--- src/pkg/spi_pkg.sv ---
package spi_pkg;

  localparam int SFR_W = 8;

  // Register addresses on the special function register port
  localparam logic [7:0] ADDR_DATA = 8'h43;
  localparam logic [7:0] ADDR_CFG  = 8'ha1;
  localparam logic [7:0] ADDR_DIV  = 8'ha2;
  localparam logic [7:0] ADDR_CTL  = 8'hf8;

  // Values after reset
  localparam logic [7:0] CTL_RESET  = 8'h06;
  localparam logic [7:0] DIV_RESET  = 8'h00;
  localparam logic [7:0] DATA_RESET = 8'h00;

  // Control register fields
  localparam int CTL_DONE    = 7;
  localparam int CTL_WRITE_COLLISION_FLAG    = 6;
  localparam int CTL_MODE_FAULT_FLAG    = 5;
  localparam int CTL_OVR     = 4;
  localparam int CTL_MODE_HI = 3;
  localparam int CTL_MODE_LO = 2;
  localparam int CTL_TX_BUFFER_EMPTY   = 1;
  localparam int CTL_EN      = 0;

  // Configuration register fields
  localparam int CFG_BUSY   = 7;
  localparam int CFG_MASTER = 6;
  localparam int CFG_CPHA   = 5;
  localparam int CFG_CPOL   = 4;
  localparam int CFG_SLVSEL = 3;
  localparam int CFG_NSSIN  = 2;
  localparam int CFG_SRMT   = 1;
  localparam int CFG_RXBMT  = 0;

  // Positions of the pins in the synchroniser vector
  localparam int PIN_SCK  = 0;
  localparam int PIN_MOSI = 1;
  localparam int PIN_MISO = 2;
  localparam int PIN_NSS  = 3;

  typedef enum logic [1:0] {
    SEL_3WIRE     = 2'b00,
    SEL_4WIRE_IN  = 2'b01,
    SEL_DRIVE_LO  = 2'b10,
    SEL_DRIVE_HI  = 2'b11
  } select_mode_e;

  typedef enum logic [0:0] {
    M_IDLE = 1'b0,
    M_RUN  = 1'b1
  } master_state_e;

  // Timing
  localparam int CLK_PERIOD_NS  = 100;
  localparam int T_LAST_MIN_NS  = 600;
  localparam int T_LAST_MAX_NS  = 800;
  localparam int SYNC_LAT_CYC   = 3;
  localparam int LAST_MIN_CYC   = (T_LAST_MIN_NS + CLK_PERIOD_NS - 1) / CLK_PERIOD_NS;
  localparam logic [2:0] LAST_HOLD = 3'(LAST_MIN_CYC - SYNC_LAT_CYC);
  localparam logic [2:0] LAST_BIT  = 3'h7;
  localparam logic [4:0] LAST_HALF = 5'h0f;

endpackage

--- src/pkg/spi_rate_if.sv ---
interface spi_rate_if;
  logic       run;
  logic [7:0] divider;
  logic       tick;
  modport ctl (output run, output divider, input tick);
  modport gen (input run, input divider, output tick);
endinterface

--- src/core/spi_rate_gen.sv ---
module spi_rate_gen (
  // Clock and reset
  input  logic       clk_sys_i,
  input  logic       rst_n_i,
  input  logic       ce_i,
  // Rate request and tick
  spi_rate_if.gen    rate
);
  logic [7:0] cnt_reg;
  logic       tick_reg;

  assign rate.tick = tick_reg;

  always_ff @(posedge clk_sys_i or negedge rst_n_i) begin
    if (!rst_n_i) begin
      cnt_reg  <= 8'h00;
      tick_reg <= 1'b0;
    end else if (ce_i) begin
      if (!rate.run) begin
        cnt_reg  <= 8'h00;
        tick_reg <= 1'b0;
      end else if (cnt_reg == rate.divider) begin
        cnt_reg  <= 8'h00;
        tick_reg <= 1'b1;
      end else begin
        cnt_reg  <= cnt_reg + 8'h01;
        tick_reg <= 1'b0;
      end
    end
  end
endmodule // spi_rate_gen

--- src/core/spi_port.sv ---
module spi_port (
  // Clock, reset, enable
  input  logic                       clk_sys_i,
  input  logic                       rst_n_i,
  input  logic                       ce_i,
  // Special function register port
  input  logic [spi_pkg::SFR_W-1:0]  sfr_addr_i,
  input  logic                       sfr_wr_i,
  input  logic                       sfr_rd_i,
  input  logic [spi_pkg::SFR_W-1:0]  sfr_wdata_i,
  output logic [spi_pkg::SFR_W-1:0]  sfr_rdata_o,
  // Interrupt request
  output logic                       irq_o,
  // Serial clock pin
  input  logic                       sck_i,
  output logic                       sck_o,
  output logic                       sck_oe_o,
  // Master-out pin
  input  logic                       mosi_i,
  output logic                       mosi_o,
  output logic                       mosi_oe_o,
  // Master-in pin
  input  logic                       miso_i,
  output logic                       miso_o,
  output logic                       miso_oe_o,
  // Select pin, active low
  input  logic                       slave_select_n_i,
  output logic                       slave_select_n_o,
  output logic                       slave_select_n_oe_o
);
  import spi_pkg::*;

  function automatic logic [7:0] shl_in(input logic [7:0] v, input logic b);
    shl_in = {v[6:0], b};
  endfunction

  // Pin synchronisers: a change counts once stages two and three agree
  logic [3:0] s1_reg, s2_reg, s3_reg, filt_reg;
  wire  [3:0] pins_w  = {slave_select_n_i, miso_i, mosi_i, sck_i};
  wire  [3:0] agree_w = ~(s2_reg ^ s3_reg);
  wire  [3:0] pin_now = (agree_w & s3_reg) | (~agree_w & filt_reg);

  always_ff @(posedge clk_sys_i or negedge rst_n_i) begin
    if (!rst_n_i) begin
      s1_reg   <= 4'hf;
      s2_reg   <= 4'hf;
      s3_reg   <= 4'hf;
      filt_reg <= 4'hf;
    end else if (ce_i) begin
      s1_reg   <= pins_w;
      s2_reg   <= s1_reg;
      s3_reg   <= s2_reg;
      filt_reg <= pin_now;
    end
  end

  // Software visible state
  logic          done_reg, write_collision_flag_reg, mode_fault_flag_reg, ovr_reg;
  select_mode_e  mode_reg;
  logic          tx_buffer_empty_reg, en_reg, master_reg, cpha_reg, cpol_reg;
  logic [7:0]    div_reg, tx_buf_reg, rx_buf_reg, rdata_reg;
  logic          rx_full_reg, irq_reg;
  // Shifter state
  master_state_e state_reg, state_next;
  logic [7:0]    tx_sh_reg, rx_sh_reg;
  logic [2:0]    bit_cnt_reg, hold_cnt_reg;
  logic [4:0]    half_cnt_reg;
  logic          srmt_reg, out_bit_reg, sck_reg;
  logic          sck_oe_reg, mosi_oe_reg, miso_oe_reg, nss_oe_reg, nss_out_reg;

  // Register decode
  wire wr_data = sfr_wr_i && (sfr_addr_i == ADDR_DATA);
  wire wr_ctl  = sfr_wr_i && (sfr_addr_i == ADDR_CTL);
  wire wr_cfg  = sfr_wr_i && (sfr_addr_i == ADDR_CFG);
  wire wr_div  = sfr_wr_i && (sfr_addr_i == ADDR_DIV);
  wire rd_data = sfr_rd_i && (sfr_addr_i == ADDR_DATA);

  // Operating mode
  wire is_master    = en_reg & master_reg;
  wire four_wire_in = (mode_reg == SEL_4WIRE_IN);
  wire nss_low      = ~pin_now[PIN_NSS];
  // Outside mode 01 the pin is not an input, so a slave counts as always selected
  wire slave_sel    = en_reg & ~master_reg & (~four_wire_in | nss_low);
  wire nss_fall     = four_wire_in & filt_reg[PIN_NSS] & nss_low;
  wire mode_fault   = master_reg & four_wire_in & nss_low;

  // Data register write acceptance
  wire tx_accept = wr_data & tx_buffer_empty_reg;
  wire collide   = wr_data & ~tx_buffer_empty_reg;

  // Slave edges from the filtered serial clock
  wire s_edge  = slave_sel & (pin_now[PIN_SCK] ^ filt_reg[PIN_SCK]);
  wire s_lead  = s_edge & (pin_now[PIN_SCK] != cpol_reg);
  wire s_trail = s_edge & (pin_now[PIN_SCK] == cpol_reg);

  // Master edges from the rate generator
  spi_rate_if rate_bus();
  assign rate_bus.run     = is_master & (state_reg == M_RUN);
  assign rate_bus.divider = div_reg;

  wire m_tick  = rate_bus.tick & (state_reg == M_RUN);
  wire m_lead  = m_tick & (sck_reg == cpol_reg);
  wire m_trail = m_tick & (sck_reg != cpol_reg);

  wire lead_ev   = master_reg ? m_lead  : s_lead;
  wire trail_ev  = master_reg ? m_trail : s_trail;
  wire sample_ev = cpha_reg ? trail_ev : lead_ev;
  // The trailing edge after the eighth bit of phase 0 must not shift the next byte
  wire shift_ev  = cpha_reg ? lead_ev : (trail_ev & (bit_cnt_reg != 3'h0));
  // Master sampling sees the input three clocks late, so slow dividers are safer
  wire sample_bit = master_reg ? pin_now[PIN_MISO] : pin_now[PIN_MOSI];

  wire slave_done  = ~master_reg & sample_ev & (bit_cnt_reg == LAST_BIT);
  wire master_done = m_tick & (half_cnt_reg == LAST_HALF);
  wire xfer_done   = slave_done | master_done;

  wire load_m = is_master & (state_reg == M_IDLE) & ~tx_buffer_empty_reg;
  wire load_s = en_reg & ~master_reg & srmt_reg & ~tx_buffer_empty_reg;
  wire load_w = load_m | load_s;

  // Receive path
  wire [7:0] rx_byte_w = sample_ev ? shl_in(rx_sh_reg, sample_bit) : rx_sh_reg;
  wire       ovr_set   = slave_done & rx_full_reg;
  wire       rx_store  = xfer_done & ~ovr_set;

  // Flags: hardware set wins over a software write in the same cycle
  wire done_next = xfer_done  | (wr_ctl ? sfr_wdata_i[CTL_DONE] : done_reg);
  wire write_collision_flag_next = collide    | (wr_ctl ? sfr_wdata_i[CTL_WRITE_COLLISION_FLAG] : write_collision_flag_reg);
  wire mode_fault_flag_next = mode_fault | (wr_ctl ? sfr_wdata_i[CTL_MODE_FAULT_FLAG] : mode_fault_flag_reg);
  wire ovr_next  = ovr_set    | (wr_ctl ? sfr_wdata_i[CTL_OVR]  : ovr_reg);
  wire en_next     = ~mode_fault & (wr_ctl ? sfr_wdata_i[CTL_EN] : en_reg);
  wire master_next = ~mode_fault & (wr_cfg ? sfr_wdata_i[CFG_MASTER] : master_reg);
  wire tx_buffer_empty_next  = load_w | (~tx_accept & tx_buffer_empty_reg);
  wire rx_full_next = rx_store | (rx_full_reg & ~rd_data);

  // Shifter next values
  wire [4:0] half_next = (load_m | ~is_master) ? 5'h00 :
                         m_tick ? half_cnt_reg + 5'h01 : half_cnt_reg;
  wire [2:0] bit_next  = (~en_reg | nss_fall | load_m) ? 3'h0 :
                         sample_ev ? bit_cnt_reg + 3'h1 : bit_cnt_reg;
  wire       srmt_next = ~en_reg | slave_done | (srmt_reg & ~load_s);
  wire [7:0] tx_sh_next = load_w ? tx_buf_reg :
                          shift_ev ? shl_in(tx_sh_reg, 1'b0) : tx_sh_reg;
  wire       out_next  = load_w ? tx_buf_reg[7] :
                         shift_ev ? (cpha_reg ? tx_sh_reg[7] : tx_sh_reg[6]) :
                         (hold_cnt_reg == 3'h1) ? tx_sh_reg[7] : out_bit_reg;
  wire [2:0] hold_next = (slave_done & cpha_reg) ? LAST_HOLD :
                         (hold_cnt_reg != 3'h0) ? hold_cnt_reg - 3'h1 : 3'h0;
  wire       sck_next  = (~is_master | (state_reg != M_RUN)) ? cpol_reg :
                         m_tick ? ~sck_reg : sck_reg;

  always_comb begin
    state_next = state_reg;
    case (state_reg)
      M_IDLE:  state_next = load_m ? M_RUN : M_IDLE;
      M_RUN:   state_next = master_done ? M_IDLE : M_RUN;
      default: state_next = M_IDLE;
    endcase
    if (!is_master) begin
      state_next = M_IDLE;
    end
  end

  // Read multiplexer
  wire       busy_w  = (state_reg == M_RUN) | (~master_reg & (bit_cnt_reg != 3'h0));
  wire [7:0] ctl_rd  = {done_reg, write_collision_flag_reg, mode_fault_flag_reg, ovr_reg, mode_reg, tx_buffer_empty_reg, en_reg};
  wire [7:0] cfg_rd  = {busy_w, master_reg, cpha_reg, cpol_reg, nss_low, s2_reg[PIN_NSS],
                        master_reg | srmt_reg, master_reg | ~rx_full_reg};
  wire [7:0] rd_mux  = (sfr_addr_i == ADDR_DATA) ? rx_buf_reg :
                       (sfr_addr_i == ADDR_CTL)  ? ctl_rd :
                       (sfr_addr_i == ADDR_CFG)  ? cfg_rd :
                       (sfr_addr_i == ADDR_DIV)  ? div_reg : 8'h00;

  always_ff @(posedge clk_sys_i or negedge rst_n_i) begin
    if (!rst_n_i) begin
      {done_reg, write_collision_flag_reg, mode_fault_flag_reg, ovr_reg} <= CTL_RESET[CTL_DONE:CTL_OVR];
      mode_reg   <= select_mode_e'(CTL_RESET[CTL_MODE_HI:CTL_MODE_LO]);
      tx_buffer_empty_reg  <= CTL_RESET[CTL_TX_BUFFER_EMPTY];
      en_reg     <= CTL_RESET[CTL_EN];
      master_reg <= 1'b0;
      cpha_reg   <= 1'b0;
      cpol_reg   <= 1'b0;
      div_reg    <= DIV_RESET;
    end else if (ce_i) begin
      {done_reg, write_collision_flag_reg, mode_fault_flag_reg, ovr_reg} <= {done_next, write_collision_flag_next, mode_fault_flag_next, ovr_next};
      mode_reg   <= wr_ctl ? select_mode_e'(sfr_wdata_i[CTL_MODE_HI:CTL_MODE_LO]) : mode_reg;
      tx_buffer_empty_reg  <= tx_buffer_empty_next;
      en_reg     <= en_next;
      master_reg <= master_next;
      cpha_reg   <= wr_cfg ? sfr_wdata_i[CFG_CPHA] : cpha_reg;
      cpol_reg   <= wr_cfg ? sfr_wdata_i[CFG_CPOL] : cpol_reg;
      div_reg    <= wr_div ? sfr_wdata_i : div_reg;
    end
  end

  always_ff @(posedge clk_sys_i or negedge rst_n_i) begin
    if (!rst_n_i) begin
      tx_buf_reg  <= DATA_RESET;
      rx_buf_reg  <= DATA_RESET;
      rx_full_reg <= 1'b0;
      rdata_reg   <= 8'h00;
      irq_reg     <= 1'b0;
    end else if (ce_i) begin
      tx_buf_reg  <= tx_accept ? sfr_wdata_i : tx_buf_reg;
      rx_buf_reg  <= rx_store ? rx_byte_w : rx_buf_reg;
      rx_full_reg <= rx_full_next;
      rdata_reg   <= rd_mux;
      irq_reg     <= done_next | write_collision_flag_next | mode_fault_flag_next | ovr_next;
    end
  end

  always_ff @(posedge clk_sys_i or negedge rst_n_i) begin
    if (!rst_n_i) begin
      state_reg    <= M_IDLE;
      half_cnt_reg <= 5'h00;
      bit_cnt_reg  <= 3'h0;
      hold_cnt_reg <= 3'h0;
      srmt_reg     <= 1'b1;
      tx_sh_reg    <= 8'h00;
      rx_sh_reg    <= 8'h00;
      out_bit_reg  <= 1'b0;
      sck_reg      <= 1'b0;
    end else if (ce_i) begin
      state_reg    <= state_next;
      half_cnt_reg <= half_next;
      bit_cnt_reg  <= bit_next;
      hold_cnt_reg <= hold_next;
      srmt_reg     <= srmt_next;
      tx_sh_reg    <= tx_sh_next;
      rx_sh_reg    <= rx_byte_w;
      out_bit_reg  <= out_next;
      sck_reg      <= sck_next;
    end
  end

  // Pin drivers; the slave relies on the master's select and data margins
  always_ff @(posedge clk_sys_i or negedge rst_n_i) begin
    if (!rst_n_i) begin
      sck_oe_reg  <= 1'b0;
      mosi_oe_reg <= 1'b0;
      miso_oe_reg <= 1'b0;
      nss_oe_reg  <= 1'b0;
      nss_out_reg <= 1'b1;
    end else if (ce_i) begin
      sck_oe_reg  <= is_master;
      mosi_oe_reg <= is_master;
      miso_oe_reg <= slave_sel;
      nss_oe_reg  <= mode_reg[1];
      nss_out_reg <= mode_reg[1] ? mode_reg[0] : 1'b1;
    end
  end

  spi_rate_gen u_rate (
    .clk_sys_i (clk_sys_i),
    .rst_n_i   (rst_n_i),
    .ce_i      (ce_i),
    .rate      (rate_bus.gen)
  );

  assign sfr_rdata_o         = rdata_reg;
  assign irq_o               = irq_reg;
  assign sck_o               = sck_reg;
  assign sck_oe_o            = sck_oe_reg;
  assign mosi_o              = out_bit_reg;
  assign mosi_oe_o           = mosi_oe_reg;
  assign miso_o              = out_bit_reg;
  assign miso_oe_o           = miso_oe_reg;
  assign slave_select_n_o    = nss_out_reg;
  assign slave_select_n_oe_o = nss_oe_reg;

  // Checks
  logic [7:0] gap_reg;
  always_ff @(posedge clk_sys_i or negedge rst_n_i) begin
    if (!rst_n_i) begin
      gap_reg <= 8'h00;
    end else if (ce_i) begin
      gap_reg <= m_tick ? 8'h00 : gap_reg + 8'h01;
    end
  end
endmodule // spi_port

--- config.mk ---
export PLATFORM = sky130hd
export DESIGN_NAME = spi_port
export DESIGN_NICKNAME = d
export VERILOG_FILES = /design/src/pkg/spi_pkg.sv /design/src/pkg/spi_rate_if.sv /design/src/core/spi_rate_gen.sv /design/src/core/spi_port.sv
export SDC_FILE = /design/constraint.sdc
export NUM_CORES = 1
export LEC_CHECK = 0
export BUFFER_PORTS_ARGS = -buffer_cell sky130_fd_sc_hd__buf_2
export CAP_MARGIN = 0
export CORE_UTILIZATION = 60
export CTS_BUF_LIST = sky130_fd_sc_hd__clkbuf_16
export CTS_CLUSTER_SIZE = 14
export DETAILED_ROUTE_END_ITERATION = 16
export GPL_TIMING_DRIVEN = 0
export PLACE_DENSITY = 0.85
export SYNTH_ARGS = -nofsm -noshare
export SYNTH_HDL_FRONTEND = slang
export SYNTH_SLANG_ARGS = --single-unit
--- constraint.sdc ---
create_clock -name clk_sys_i -period 3.4 [get_ports clk_sys_i]
set_input_delay 0.68 -clock clk_sys_i [delete_from_list [all_inputs] [get_ports clk_sys_i]]
set_output_delay 0.68 -clock clk_sys_i [all_outputs]
set_load 0.02 [all_outputs]
==> reports/metrics.yaml <==
run_status:
  status: "completed"
clocking:
  cts_resized: 0
  cts.sinks: 105
  worstSkewPairLatency_ps: 350
  cts_tree: "done"
  clockBufferDepth: 2
  root_buffer: "clkbuf_16"
  cts_max_level: 3
  cts_made_buffers: 9
  path_clk_slew_ps: 80
  cts_setup_buffers: 0
  hold_buffers: 0
cells_and_area:
  multi_input_comb_area_um2: 2475
  final_cell_mix: "85 x dfrtp_1, 56 x mux2_2, 45 x nand2_1, 42 x buf_2, 40 x nor2_1"
  seq_area_um2: 2653
  syn_to_final_growth_pct: 12.09
  layout_commonest_cell: "dfrtp_1"
  n_antenna_cell: 0
  nFillCells: 679
  fin_area_um2: 5972
  nets: 582
  final_layout_size_suffix_gt1_share_pct: 27.08
power_and_ir_drop:
  irDropWorstVdd_mv: 0.2996
  powerDensity_nw_per_um2: 455.4
  power.leakage_nw: 2.745
setup_path:
  worst_setup_path_start_kind: "register"
  cp_max_fo: 9
  slowest_delay_ps: 570
  critPathLaunch: "filt_reg[0]"
  cp_common_cell: "mux2_4"
  cp_top_family: "compound AO/OA/AOI/OAI gates"
  r2r_start: "filt_reg[0]"
  path_buf_inv: 1
  crit_type: "reg -> reg"
  r2r_slack_ps: 420
  cp-end-kind: "register"
  crit_arrival_ps: 3220
  cp_slowest_cell: "dfstp_2"
  crit_chain: "or3b_1 > a221o_1 > a21o_1 > a2111oi_4 > mux2_4 > buf_12 > mux2_4"
  required_ps: 3640
drt:
  firstDrtPassIters: 5
  routed_wl_mm: 12.63
  dr.first_iter.drc_count: 329
  antenna_left: 0
  wl_per_cell_um: 19.08
  via_per_inst: 6.258
  drcViolationCount: 0
  num_vias: 4143
synth:
  synthCells: 497
  async_flop_share_pct: 100.0
  ys_types: 52
  ys_warn_count: 0
  synth_area_um2: 5328
  synth-main-ff-cell: "dfrtp_1"
  syn_area_per_cell_um2: 10.72
  syn_nets: 530
  seq_area_frac_synth_pct: 49.79
  synth_edf_count: 0
  synth-seq-cells: 105
sta:
  tns_ps: 0
  timing.final.ws_setup_ps: 420.3
  clock_skew_ps: 11.39
  finalSetupViolations: 0
  hold_viol: 0
  maxSlewHeadroom_pct: 14.63
  drv_slew: 0
  final.period_utilization_pct: 87.64
  rsz0062_at_grt: "no"
  holdWs_ps: 364.7
  period_needed_ps: 2980
  max_freq_ghz: 0.3356
  tightestPinTransition_ps: 1278
place:
  dp_hpwl_mm: 8.794
  io_buffers: 40
  gp_congestion: 0.9330
  placed_area_um2: 5693
  post-place-ws_ps: 305.7
floorplanning:
  core_area_um2: 8678
  die_w_um: 96.23
  io_pins: 42
  die_y_um: 96.23
  start_util_pct: 61.39
  die_area_um2: 9260
  num_rows: 34
grt:
  grt_pass1_wl_mm: 20.15
  grt_max_degree: 55
  antenna_found_initial: 0
  overflow: 0
  grt_util_all_layers_pct: 29.59
  grt_pass1_vias: 4089
run:
  drv_cap: 0
min_path:
  worstHoldPathType: "in -> async"
[synthesized netlist by cell type (all sizes together), types with 3 or more instances]
master	count	area share, %
dfrtp	85	40
mux2	65	14
nand2	45	3.2
nor2	40	2.8
o21ai	38	3.6
inv	21	1.5
dfstp	20	9.9
a21oi	18	1.7
clkbuf	16	1.1
a22oi	13	1.8
xnor2	10	1.6
a31oi	9	1.1
buf	9	1.2
nand4	9	1.1
and3	8	0.94
ha	8	1.9
nand2b	8	0.94
nand3	7	0.66
nor2b	6	0.70
mux2i	5	0.94
nor3b	4	0.56
o22ai	4	0.47
xor2	4	0.66
a211oi	3	0.42
maj3	3	0.56
nand3b	3	0.42
nor3	3	0.28
o31ai	3	0.42
[cell families after synthesis]
kind of cell | count (synthesis) | share of synthesized area (%)
AOI/OAI and AO/OA | 107 | 13.03
xor gates and xnor gates | 14 | 2.301
adders and majority gates | 11 | 2.443
buffers and inverters | 46 | 3.758
DFF | 105 | 49.79
muxes | 70 | 15.31
and+or+nand+nor | 144 | 13.36
[cell type report]
type / count / share of cell area (%)
Timing Repair Buffer: 41 / 3.855
Buffer: 25 / 2.032
Multi-Input combinational cell: 346 / 41.44
Clock inverter: 7 / 0.9009
Clock buffer: 9 / 3.771
Inverter: 21 / 1.320
Tap cell: 108 / 2.263
Sequential cell: 105 / 44.42
[path summary, 6_finish.rpt]
kind | cells after the start | to
worst max-delay path | 7 | rx_buf_reg[3]
worst min-delay path | 1 | tx_sh_reg[3]
worst max register to register | 7 | rx_buf_reg[3]
worst min register to register | 2 | slave_select_n_o
max in group asynchronous | 2 | s3_reg[2]
min in group clk_sys_i | 2 | slave_select_n_o
[metrics by stage]
step,cells,util (%),power (mW)
2_1_floorplan,497,-,1.629
3_3_place_gp,645,65.25,1.731
3_5_place_dp,646,65.60,1.756
4_1_cts,662,68.81,2.728
5_1_grt,662,68.81,2.818
6_report,662,68.81,2.720
[power breakdown]
| part | leakage, nW | switching [mW] | internal, mW |
|---|---|---|---|
| clock network | 0.143 | 0.477 | 0.505 |
| logic | 1.25 | 0.181 | 0.132 |
| registers | 1.36 | 0.0705 | 1.35 |
| total | 2.75 | 0.729 | 1.99 |
[metal layers]
metal  routed length, um  GRT usage (%)  part of all wire (%)  vias to the layer above
met5                   0              0                     0                        -
met4                 459          13.43                   3.6                        0
met3                 773          5.134                   6.1                       39
met2                6185          48.76                    49                      195
met1                5209          38.20                    41                     2026
li1                    -              -                     -                     1883
No activity file was read; power rests on OpenSTA's default activity.
